$ cat src/inc/charger_pkg.sv
// Purpose: Shared constants and types of the battery charge sequencer.
// Assumes: A 100 MHz core clock and byte wide registers.
// Notes:   Timing counts are derived from the times given below.
package charger_pkg;

  // Core clock period and the millisecond tick derived from it.
  localparam int CLK_PERIOD_NS  = 10;
  localparam int TICK_PERIOD_NS = 1000000;
  localparam int MS_CYCLES      = (TICK_PERIOD_NS + CLK_PERIOD_NS - 1)
                                  / CLK_PERIOD_NS;

  // Charger times, counted in millisecond ticks.
  localparam int RESTART_DELAY_MS = 100;
  localparam int ABSENT_WINDOW_MS = 2000;
  localparam int ABSENT_REPEAT    = 2;
  localparam int MS_CNT_W         = 12;

  // Register offsets.
  localparam logic [7:0] ADDR_TERM_CFG = 8'h10;
  localparam logic [7:0] ADDR_CTRL_A   = 8'h14;
  localparam logic [7:0] ADDR_CTRL_B   = 8'h16;
  localparam logic [7:0] ADDR_STATUS   = 8'h35;

  // Field positions of termination_current_config.
  localparam int TERM_OFS_LSB = 2;

  // Field positions of charger_control_a.
  localparam int CTRL_A_EN       = 0;
  localparam int CTRL_A_FAST_LSB = 1;
  localparam int CTRL_A_PRE_LSB  = 5;
  localparam int CTRL_A_OVP_EN   = 7;

  // Field positions of charger_control_b.
  localparam int CTRL_B_INHIBIT = 3;
  localparam int CTRL_B_CUTOFF  = 4;
  localparam int CTRL_B_OVH     = 6;
  localparam int CTRL_B_OVFLAG  = 7;

  // Field positions of charger_state_flags.
  localparam int STAT_DET     = 0;
  localparam int STAT_ACT     = 1;
  localparam int STAT_TRICKLE = 3;
  localparam int STAT_CV      = 4;
  localparam int STAT_EOC     = 5;
  localparam int STAT_ABSENT  = 6;

  // Reset values of the control fields.
  localparam logic       RST_CHARGE_EN  = 1'b1;
  localparam logic [3:0] RST_FAST_SEL   = 4'h0;
  localparam logic [1:0] RST_PRE_SEL    = 2'h0;
  localparam logic       RST_OVP_EN     = 1'b1;
  localparam logic [1:0] RST_TERM_OFS   = 2'h0;
  localparam logic       RST_INHIBIT    = 1'b0;
  localparam logic       RST_CUTOFF_SEL = 1'b1;
  localparam logic       RST_OVH_SEL    = 1'b1;

  // Current step of both current selections, in mA.
  localparam logic [9:0] CURRENT_STEP_MA = 10'h032;

  // Charger states, Gray coded along the charge path.
  typedef enum logic [2:0] {
    ST_IDLE          = 3'h0,
    ST_PRECHARGE     = 3'h1,
    ST_CONST_CURRENT = 3'h3,
    ST_CONST_VOLTAGE = 3'h2,
    ST_END_OF_CHARGE = 3'h6,
    ST_RESTART_WAIT  = 3'h7
  } chg_state_t;

  // Analog comparator results.
  typedef struct packed {
    logic adapter_present;
    logic batt_below_uvlo;
    logic at_termination;
    logic current_at_precharge;
    logic batt_below_resume;
    logic overvolt;
  } cmp_t;

  // Command to the analog charge regulator.
  typedef struct packed {
    logic [9:0] current_limit_ma;
    logic       regulate_on;
    logic       const_voltage;
    logic       cutoff_voltage_sel;
    logic       overvolt_high_thresh;
    logic [1:0] termination_current_offset;
  } reg_cmd_t;

endpackage : charger_pkg

$ cat src/ms_tick_gen.sv
// Purpose: Divides the core clock down to a one-cycle millisecond tick.
// Assumes: CYCLES core clocks make one millisecond.
// Notes:   The tick restarts its period when clear is high.
`timescale 1ns/10ps
module ms_tick_gen #(
  parameter int CYCLES = charger_pkg::MS_CYCLES
) (
  // Clock and reset
  input  wire logic clk,
  input  wire logic rst,
  // Control
  input  wire logic clear,
  // Tick
  output logic      tick
);

  localparam int W = (CYCLES > 2) ? $clog2(CYCLES) : 1;
  localparam logic [W-1:0] LAST = W'(CYCLES - 1);

  logic [W-1:0] count_ff;

  if (CYCLES < 2) begin : g_bad_cycles
    $error("ms_tick_gen needs at least two cycles per tick");
  end

  always_ff @(posedge clk) begin
    if (rst || clear) begin
      count_ff <= '0;
    end else if (count_ff == LAST) begin
      count_ff <= '0;
    end else begin
      count_ff <= count_ff + W'(1);
    end
  end

  always_ff @(posedge clk) begin
    if (rst || clear) begin
      tick <= 1'b0;
    end else begin
      tick <= (count_ff == LAST);
    end
  end

endmodule : ms_tick_gen

$ cat src/li_battery_charge_sequencer.sv
// Purpose: Sequences a single cell lithium charger through its phases.
// Assumes: Comparator inputs are asynchronous and are synchronised here.
// Notes:   Registers are reached over a byte wide internal register port.
`timescale 1ns/10ps
// Summary of operation
// RULE1: Adapter flag follows detect comparator; adapter loss forces idle.
// RULE2: Device reset also resets the charger state machine.
// RULE3: Adapter and low battery enter precharge; set active and trickle.
// RULE4: Precharge limits current to the precharge selection.
// RULE5: Precharge past lockout enters constant current and pulses power-up.
// RULE6: Constant current needs charge enable; charge enable resets to one.
// RULE7: Constant current sets active and limits to fast selection.
// RULE8: Cutoff select picks 4.20 V or 4.10 V termination level.
// RULE9: Termination trip in constant current enters constant voltage phase.
// RULE10: Current at precharge level in constant voltage ends the charge.
// RULE11: Entering end of charge starts the missing battery timer.
// RULE12: Without inhibit, restart constant current 100 ms after restart.
// RULE13: Two consecutive timer reads under 2 s set battery absent.
// RULE14: Timer beyond 2 s after insertion clears battery absent.
// RULE15: Overvoltage select picks 6.05 V or 6.45 V; flag reads back.
// RULE16: Protected overvoltage clears charge enable and raises an interrupt.
// RULE17: Clearing charge enable clears end of charge and battery absent.
// RULE18: Fast code adds code times 50 mA to the precharge current.
// RULE19: Precharge codes 0 to 3 give 50, 100, 150, 200 mA.
// RULE20: All comparator inputs pass two flip-flops before use.
// RULE21: Restart delay and absent window count millisecond ticks.
module li_battery_charge_sequencer #(
  parameter int MS_CYCLES = charger_pkg::MS_CYCLES
) (
  // Clock and reset
  input  wire logic                 clk,
  input  wire logic                 rst,
  // Analog comparators
  input  wire charger_pkg::cmp_t    cmp_in,
  // Register port
  input  wire logic [7:0]           reg_addr,
  input  wire logic [7:0]           reg_wdata,
  input  wire logic                 reg_wr,
  input  wire logic                 reg_rd,
  output logic [7:0]                reg_rdata,
  // Regulator and system
  output charger_pkg::reg_cmd_t     reg_cmd,
  output logic                      power_up_req,
  output logic                      irq
);

  localparam logic [11:0] RESTART_LAST =
    12'(charger_pkg::RESTART_DELAY_MS - 1);
  localparam logic [11:0] WINDOW_MS    = 12'(charger_pkg::ABSENT_WINDOW_MS);
  localparam logic [1:0]  REPEAT_LAST  = 2'(charger_pkg::ABSENT_REPEAT - 1);

  charger_pkg::cmp_t       cmp_meta_ff;
  charger_pkg::cmp_t       cmp_sync_ff;
  charger_pkg::chg_state_t state_ff;
  charger_pkg::chg_state_t nxt_state;
  logic                    charge_en_ff;
  logic [3:0]              fast_sel_ff;
  logic [1:0]              pre_sel_ff;
  logic                    ovp_en_ff;
  logic [1:0]              term_ofs_ff;
  logic                    inhibit_ff;
  logic                    cutoff_sel_ff;
  logic                    ovh_sel_ff;
  logic                    active_ff;
  logic                    trickle_ff;
  logic                    cv_ff;
  logic                    eoc_ff;
  logic                    absent_ff;
  logic [11:0]             restart_cnt_ff;
  logic [11:0]             absent_timer_ff;
  logic [1:0]              short_cnt_ff;
  logic                    resume_prev_ff;
  logic                    ov_trip_prev_ff;
  logic                    ms_tick;
  logic                    ov_trip;
  logic                    restart_evt;
  logic                    wr_ctrl_a;

  // RULE19 precharge current steps
  // Precharge current in mA for a two-bit code.
  function automatic logic [9:0] pre_ma(input logic [1:0] sel);
    pre_ma = charger_pkg::CURRENT_STEP_MA * 10'({8'h00, sel} + 10'h001);
  endfunction : pre_ma

  // Fast current in mA: precharge current plus code steps.
  function automatic logic [9:0] fast_ma(input logic [3:0] sel,
                                         input logic [1:0] pre);
    fast_ma = pre_ma(pre) + charger_pkg::CURRENT_STEP_MA * 10'({6'h00, sel});
  endfunction : fast_ma

  if (MS_CYCLES < 2) begin : g_bad_ms
    $error("MS_CYCLES must be at least two");
  end

  // RULE21 millisecond tick
  ms_tick_gen #(
    .CYCLES (MS_CYCLES)
  ) u_tick (
    .clk   (clk),
    .rst   (rst),
    .clear (1'b0),
    .tick  (ms_tick)
  );

  // RULE20 two stage synchroniser
  always_ff @(posedge clk) begin
    if (rst) begin
      cmp_meta_ff <= '0;
      cmp_sync_ff <= '0;
    end else begin
      cmp_meta_ff <= cmp_in;
      cmp_sync_ff <= cmp_meta_ff;
    end
  end

  assign ov_trip     = cmp_sync_ff.overvolt && ovp_en_ff;
  assign restart_evt = cmp_sync_ff.batt_below_resume && !resume_prev_ff;
  assign wr_ctrl_a   = reg_wr && (reg_addr == charger_pkg::ADDR_CTRL_A);

  always_comb begin
    nxt_state = state_ff;
    unique case (state_ff)
      charger_pkg::ST_IDLE: begin
        // RULE3 precharge entry
        if (cmp_sync_ff.batt_below_uvlo) begin
          nxt_state = charger_pkg::ST_PRECHARGE;
        end else if (charge_en_ff) begin
          nxt_state = charger_pkg::ST_CONST_CURRENT;
        end
      end
      charger_pkg::ST_PRECHARGE: begin
        // RULE5 leave precharge
        if (!cmp_sync_ff.batt_below_uvlo) begin
          nxt_state = charge_en_ff ? charger_pkg::ST_CONST_CURRENT
                                   : charger_pkg::ST_IDLE;
        end
      end
      charger_pkg::ST_CONST_CURRENT: begin
        // RULE9 top-off entry
        if (cmp_sync_ff.at_termination) begin
          nxt_state = charger_pkg::ST_CONST_VOLTAGE;
        end
      end
      charger_pkg::ST_CONST_VOLTAGE: begin
        // RULE10 end of charge
        if (cmp_sync_ff.current_at_precharge) begin
          nxt_state = charger_pkg::ST_END_OF_CHARGE;
        end
      end
      charger_pkg::ST_END_OF_CHARGE: begin
        // RULE12 restart request
        if (restart_evt && !inhibit_ff) begin
          nxt_state = charger_pkg::ST_RESTART_WAIT;
        end
      end
      charger_pkg::ST_RESTART_WAIT: begin
        if (ms_tick && (restart_cnt_ff == RESTART_LAST)) begin
          nxt_state = charger_pkg::ST_CONST_CURRENT;
        end
      end
      default: nxt_state = charger_pkg::ST_IDLE;
    endcase
    // RULE6 charging needs enable
    if (!charge_en_ff && (nxt_state != charger_pkg::ST_PRECHARGE)) begin
      nxt_state = charger_pkg::ST_IDLE;
    end
    // RULE1 adapter loss
    if (!cmp_sync_ff.adapter_present) begin
      nxt_state = charger_pkg::ST_IDLE;
    end
  end

  // RULE2 reset to idle
  always_ff @(posedge clk) begin
    if (rst) begin
      state_ff <= charger_pkg::ST_IDLE;
    end else begin
      state_ff <= nxt_state;
    end
  end

  // RULE16 overvoltage shutdown
  always_ff @(posedge clk) begin
    if (rst) begin
      charge_en_ff <= charger_pkg::RST_CHARGE_EN;
    end else if (ov_trip) begin
      charge_en_ff <= 1'b0;
    end else if (wr_ctrl_a) begin
      charge_en_ff <= reg_wdata[charger_pkg::CTRL_A_EN];
    end
  end

  always_ff @(posedge clk) begin
    if (rst) begin
      fast_sel_ff <= charger_pkg::RST_FAST_SEL;
      pre_sel_ff  <= charger_pkg::RST_PRE_SEL;
      ovp_en_ff   <= charger_pkg::RST_OVP_EN;
    end else if (wr_ctrl_a) begin
      fast_sel_ff <= reg_wdata[charger_pkg::CTRL_A_FAST_LSB +: 4];
      pre_sel_ff  <= reg_wdata[charger_pkg::CTRL_A_PRE_LSB +: 2];
      ovp_en_ff   <= reg_wdata[charger_pkg::CTRL_A_OVP_EN];
    end
  end

  always_ff @(posedge clk) begin
    if (rst) begin
      term_ofs_ff   <= charger_pkg::RST_TERM_OFS;
      inhibit_ff    <= charger_pkg::RST_INHIBIT;
      cutoff_sel_ff <= charger_pkg::RST_CUTOFF_SEL;
      ovh_sel_ff    <= charger_pkg::RST_OVH_SEL;
    end else if (reg_wr) begin
      if (reg_addr == charger_pkg::ADDR_TERM_CFG) begin
        term_ofs_ff <= reg_wdata[charger_pkg::TERM_OFS_LSB +: 2];
      end
      if (reg_addr == charger_pkg::ADDR_CTRL_B) begin
        inhibit_ff    <= reg_wdata[charger_pkg::CTRL_B_INHIBIT];
        cutoff_sel_ff <= reg_wdata[charger_pkg::CTRL_B_CUTOFF];
        ovh_sel_ff    <= reg_wdata[charger_pkg::CTRL_B_OVH];
      end
    end
  end

  // Phase flags follow the next state so they line up with it.
  always_ff @(posedge clk) begin
    if (rst) begin
      active_ff  <= 1'b0;
      trickle_ff <= 1'b0;
      cv_ff      <= 1'b0;
    end else begin
      // RULE7 charging active
      active_ff  <= (nxt_state == charger_pkg::ST_PRECHARGE)
                 || (nxt_state == charger_pkg::ST_CONST_CURRENT)
                 || (nxt_state == charger_pkg::ST_CONST_VOLTAGE);
      trickle_ff <= (nxt_state == charger_pkg::ST_PRECHARGE);
      cv_ff      <= (nxt_state == charger_pkg::ST_CONST_VOLTAGE);
    end
  end

  // RULE17 end of charge flag
  always_ff @(posedge clk) begin
    if (rst) begin
      eoc_ff <= 1'b0;
    end else if (nxt_state == charger_pkg::ST_END_OF_CHARGE) begin
      eoc_ff <= 1'b1;
    end else if (!charge_en_ff) begin
      eoc_ff <= 1'b0;
    end
  end

  // RULE11 missing battery timer
  always_ff @(posedge clk) begin
    if (rst) begin
      absent_timer_ff <= '0;
    end else if (state_ff != charger_pkg::ST_END_OF_CHARGE) begin
      absent_timer_ff <= '0;
    end else if (ms_tick && (absent_timer_ff <= WINDOW_MS)) begin
      absent_timer_ff <= absent_timer_ff + 12'h001;
    end
  end

  always_ff @(posedge clk) begin
    if (rst) begin
      resume_prev_ff <= 1'b0;
    end else begin
      resume_prev_ff <= cmp_sync_ff.batt_below_resume;
    end
  end

  // RULE13 count short end of charge periods
  always_ff @(posedge clk) begin
    if (rst || !charge_en_ff) begin
      short_cnt_ff <= '0;
    end else if (state_ff == charger_pkg::ST_END_OF_CHARGE) begin
      if (absent_timer_ff > WINDOW_MS) begin
        short_cnt_ff <= '0;
      end else if (restart_evt && (short_cnt_ff != REPEAT_LAST + 2'h1)) begin
        short_cnt_ff <= short_cnt_ff + 2'h1;
      end
    end
  end

  // RULE14 battery absent flag
  always_ff @(posedge clk) begin
    if (rst) begin
      absent_ff <= 1'b0;
    end else if (state_ff == charger_pkg::ST_END_OF_CHARGE && restart_evt
                 && absent_timer_ff < WINDOW_MS
                 && short_cnt_ff >= REPEAT_LAST) begin
      absent_ff <= 1'b1;
    end else if (!charge_en_ff || absent_timer_ff > WINDOW_MS) begin
      absent_ff <= 1'b0;
    end
  end

  // RULE12 restart dead time
  always_ff @(posedge clk) begin
    if (rst || state_ff != charger_pkg::ST_RESTART_WAIT) begin
      restart_cnt_ff <= '0;
    end else if (ms_tick) begin
      restart_cnt_ff <= restart_cnt_ff + 12'h001;
    end
  end

  // RULE5 power-up pulse
  always_ff @(posedge clk) begin
    if (rst) begin
      power_up_req <= 1'b0;
    end else begin
      power_up_req <= (state_ff == charger_pkg::ST_PRECHARGE)
                   && (nxt_state == charger_pkg::ST_CONST_CURRENT);
    end
  end

  // RULE16 overvoltage interrupt
  always_ff @(posedge clk) begin
    if (rst) begin
      ov_trip_prev_ff <= 1'b0;
      irq             <= 1'b0;
    end else begin
      ov_trip_prev_ff <= ov_trip;
      irq             <= ov_trip && !ov_trip_prev_ff;
    end
  end

  always_ff @(posedge clk) begin
    if (rst) begin
      reg_cmd <= '0;
    end else begin
      // RULE4 precharge limit
      if (nxt_state == charger_pkg::ST_PRECHARGE) begin
        reg_cmd.current_limit_ma <= pre_ma(pre_sel_ff);
      end else begin
        // RULE18 fast current limit
        reg_cmd.current_limit_ma <= fast_ma(fast_sel_ff, pre_sel_ff);
      end
      reg_cmd.regulate_on   <= (nxt_state == charger_pkg::ST_PRECHARGE)
                            || (nxt_state == charger_pkg::ST_CONST_CURRENT)
                            || (nxt_state == charger_pkg::ST_CONST_VOLTAGE);
      reg_cmd.const_voltage <= (nxt_state == charger_pkg::ST_CONST_VOLTAGE);
      // RULE8 termination level select
      reg_cmd.cutoff_voltage_sel   <= cutoff_sel_ff;
      // RULE15 overvoltage threshold select
      reg_cmd.overvolt_high_thresh <= ovh_sel_ff;
      reg_cmd.termination_current_offset <= term_ofs_ff;
    end
  end

  always_ff @(posedge clk) begin
    if (rst) begin
      reg_rdata <= 8'h00;
    end else if (reg_rd) begin
      unique case (reg_addr)
        charger_pkg::ADDR_TERM_CFG: reg_rdata <= {4'h0, term_ofs_ff, 2'h0};
        charger_pkg::ADDR_CTRL_A:
          reg_rdata <= {ovp_en_ff, pre_sel_ff, fast_sel_ff, charge_en_ff};
        charger_pkg::ADDR_CTRL_B:
          reg_rdata <= {cmp_sync_ff.overvolt, ovh_sel_ff, 1'b0,
                        cutoff_sel_ff, inhibit_ff, 3'h0};
        charger_pkg::ADDR_STATUS:
          reg_rdata <= {1'b0, absent_ff, eoc_ff, cv_ff, trickle_ff, 1'b0,
                        active_ff, cmp_sync_ff.adapter_present};
        default: reg_rdata <= 8'h00;
      endcase
    end
  end
endmodule : li_battery_charge_sequencer

$ cat config.mk
export PLATFORM = sky130hd
export DESIGN_NAME = li_battery_charge_sequencer
export DESIGN_NICKNAME = d
export VERILOG_FILES = /design/src/inc/charger_pkg.sv /design/src/ms_tick_gen.sv /design/src/li_battery_charge_sequencer.sv
export SDC_FILE = /design/constraint.sdc
export NUM_CORES = 1
export LEC_CHECK = 0
export CAP_MARGIN = 20
export CORE_ASPECT_RATIO = 2
export CORE_MARGIN = 10
export CORE_UTILIZATION = 35
export DETAILED_ROUTE_END_ITERATION = 12
export DONT_BUFFER_PORTS = 1
export PLACE_DENSITY = 0.49
export SYNTH_ARGS = -nofsm -noshare
export SYNTH_HDL_FRONTEND = slang
export SYNTH_SLANG_ARGS = --single-unit
$ cat constraint.sdc
create_clock -name clk -period 7.64 [get_ports clk]
set_clock_uncertainty 0.15 [all_clocks]
set_input_delay 0.382 -clock clk [delete_from_list [all_inputs] [get_ports clk]]
set_output_delay 0.382 -clock clk [all_outputs]
set_load 0.01 [all_outputs]
==> flow_summary_export.csv <==
group,metric,value,unit
power_and_ir_drop,p_leak,1.99,nW
layout,drive_above_1_share,6.00,%
drt,first_iter_violations,122,
clock_tree,root_buffer,"clkbuf_16",
layout,diodes,0,
synthesis,synth_edf_count,0,
die,dieArea,0.0191,mm2
placed_design,gp_congestion,0.820,
die,rows,60,
sta,rsz0062_at_grt,"false",
power_and_ir_drop,power.total,1.06,mW
placed_design,port_buffers,0,
sta,layout_min_cycle_time,2930,ps
global_route,grt_pass1_vias,3633,
synthesis,async_flop_share,0,%
clock_tree,cts_sinks,102,
die,core-area,0.0134,mm2
clock_tree,cts_tree,"built",
synthesis,synth_flop_cell,"dfxtp_1",
synthesis,synth.net_count,588,
job,maxCapViolCount,0,
global_route,grt_pass1_wl,19000,um
clock_tree,path_clk_slew,70,ps
synthesis,netlist_instances,532,
synthesis,synth_area,0.00479,mm2
die,die_h,186,um
drt,vias,3618,
synthesis,yosysTopAreaCell,"dfxtp_1",
sta,finalSetupViolations,0,
synthesis,synth.avg_cell_area,9.01,um2
drt,firstDrtPassIters,4,
synthesis,ys_seq_elements,102,
synthesis,synth_warnings,0,
sta,fin_crit_sh,38.3,%
sta,tightest_slew,676,ps
setup_path,cp_max_fo,6,
clock_tree,post_cts_buffers,0,
sta,tns,0,ps
drt,drt_wl_total,11800,um
setup_path,path_class,"reg2reg",
setup_path,cp_data_required_time,7720,ps
setup_path,cp_data_arrival_time,3000,ps
setup_path,cp-end-kind,"flip-flop",
layout,layout.nets,584,
global_route,gr-total-overflow,0,
setup_path,reg2reg_slack,4710,ps
global_route,antenna_found_initial,0,
die,ios,52,
synthesis,yosys-top-cells-area,"dfxtp_1, ha_1, nor2_1",
clock_tree,clockBufferDepth,2,
setup_path,cp-start-kind,"flip-flop",
clock_tree,htreeDepth,3,
power_and_ir_drop,p_per_area,202,mW/mm2
status,status,"complete, no violations",
clock_tree,cts_made_buffers,9,
drt,wl_per_cell,17.1,um
min_path,holdCritPathClass,"in2reg",
drt,drc,0,
synthesis,yosysTopAreaCellShare,42.6,%
global_route,grt_usage,12.8,%
drt,ant_nets,0,
power_and_ir_drop,vdd_ir_drop_max,0.000132,V
global_route,grt_max_degree,44,
sta,fmax,0.342,GHz
synthesis,seq_area_frac_synth,42.6,%
sta,drv_slew,0,
die,start_util,35.7,%
synthesis,yosysUniqueCellTypes,57,
placed_design,dp_hpwl,8780,um
die,die_w,103,um
sta,max_slew_margin,54.9,%
sta,hold_viol,0,
layout,area_delta_synth_final,9.48,%
drt,routed_via_density,5.26,
clock_tree,clock_latency,340,ps
path summary, 6_finish.rpt:
kind	from	endpoint	cells past startpoint
min reg2reg	ov_trip_prev_ff	irq	1
max	fast_sel_ff[1]	reg_cmd[14]	10
max reg2reg	fast_sel_ff[1]	reg_cmd[14]	10
min	reg_wdata[4]	cutoff_sel_ff	2
critical path, cell delays in order, from the launching register on:
cell     delay (ps)
dfxtp_1         390
ha_1            310
ha_1            160
inv_1            50
fa_1            390
xnor2_1         150
ha_1            230
or4_1           510
o21ai_0         230
xor2_1          160
a21oi_1          70
metrics by stage:
stage | cells | utilization, % | setup WS (ps) | cell area (um2) | hold slack (ps)
3_3_place_gp | 670 | 36.5 | 4790 | 4900 | 233
6_report | 688 | 39.1 | 4710 | 5250 | 19.6
3_5_place_dp | 670 | 36.5 | 4710 | 4900 | 234
2_1_floorplan | 532 | - | 4910 | 4790 | 223
4_1_cts | 688 | 39.1 | 4700 | 5250 | 7.04
5_1_grt | 688 | 39.1 | 4490 | 5250 | 16.9
registers in the layout (all words and copies together) (netlist names), 2 cells and up:
register,count
absent_timer_ff,12
cmp_meta_ff,6
cmp_sync_ff,6
fast_sel_ff,4
pre_sel_ff,2
reg_cmd,15
reg_rdata,8
restart_cnt_ff,12
short_cnt_ff,2
state_ff,3
term_ofs_ff,2
u_tick.count_ff,17
cell families (layout without fill, tap and decap cells):
family	Yosys count	in the layout	share of synthesized area (%)
AOI/OAI and AO/OA	78	78	11.3
xor gates and xnor gates	41	41	7.49
adders and majority gates	30	30	8.14
buffers and inverters	41	42	3.73
DFF	102	102	42.6
muxes	14	14	3.00
other	1	1	0.0782
and+or+nand+nor	225	225	23.7
metal layers:
layer	GRT usage, %	wire length, um
met5	0	0
met4	5.26	279
met3	2.67	489
met2	24.0	6430
met1	13.1	4560
synthesized netlist by cell type, types with 6 or more instances:
library cell and count:
inv_1 22, nand3_1 25, ha_1 28, clkbuf_1 7, xnor2_1 20, nor2_1 77, mux2i_1 11, dfxtp_1 102
nand2_1 40, nand4_1 16, nor3_1 7, o21ai_0 15, a22o_1 6, a21oi_1 22, xor2_1 21, nor2b_1 22
power by group:
part	leakage (nW)	internal (mW)	switching [mW]	total (mW)
clock	0.154	0.289	0.200	0.488
sequential	0.827	0.539	0.00568	0.545
combinational	1.01	0.0105	0.0164	0.0269
cell type report:
type,count,area [um2]
clock inverter,5,82.6
inverter,23,86.3
multi-input combinational,389,2570
timing repair buffer,3,37.5
clock buffer,11,233
fill,1338,8190
tap,155,194
sequential,102,2040
what timing repair did:
item	4_1_cts	5_1_grt
hold endpoints to repair	43	0
hold buffers	2	0
resized for setup	0	0
layout by cell type, fill, tap and decap left out, drive strengths merged, types with 15 or more instances in the layout:
master  count
nand2      40
nor2b      22
o21ai      15
nand3      25
a21oi      23
nor2       78
inv        24
xor2       21
ha         28
dfxtp     102
xnor2      20
nand4      16
(Power assumes the default switching activity.)
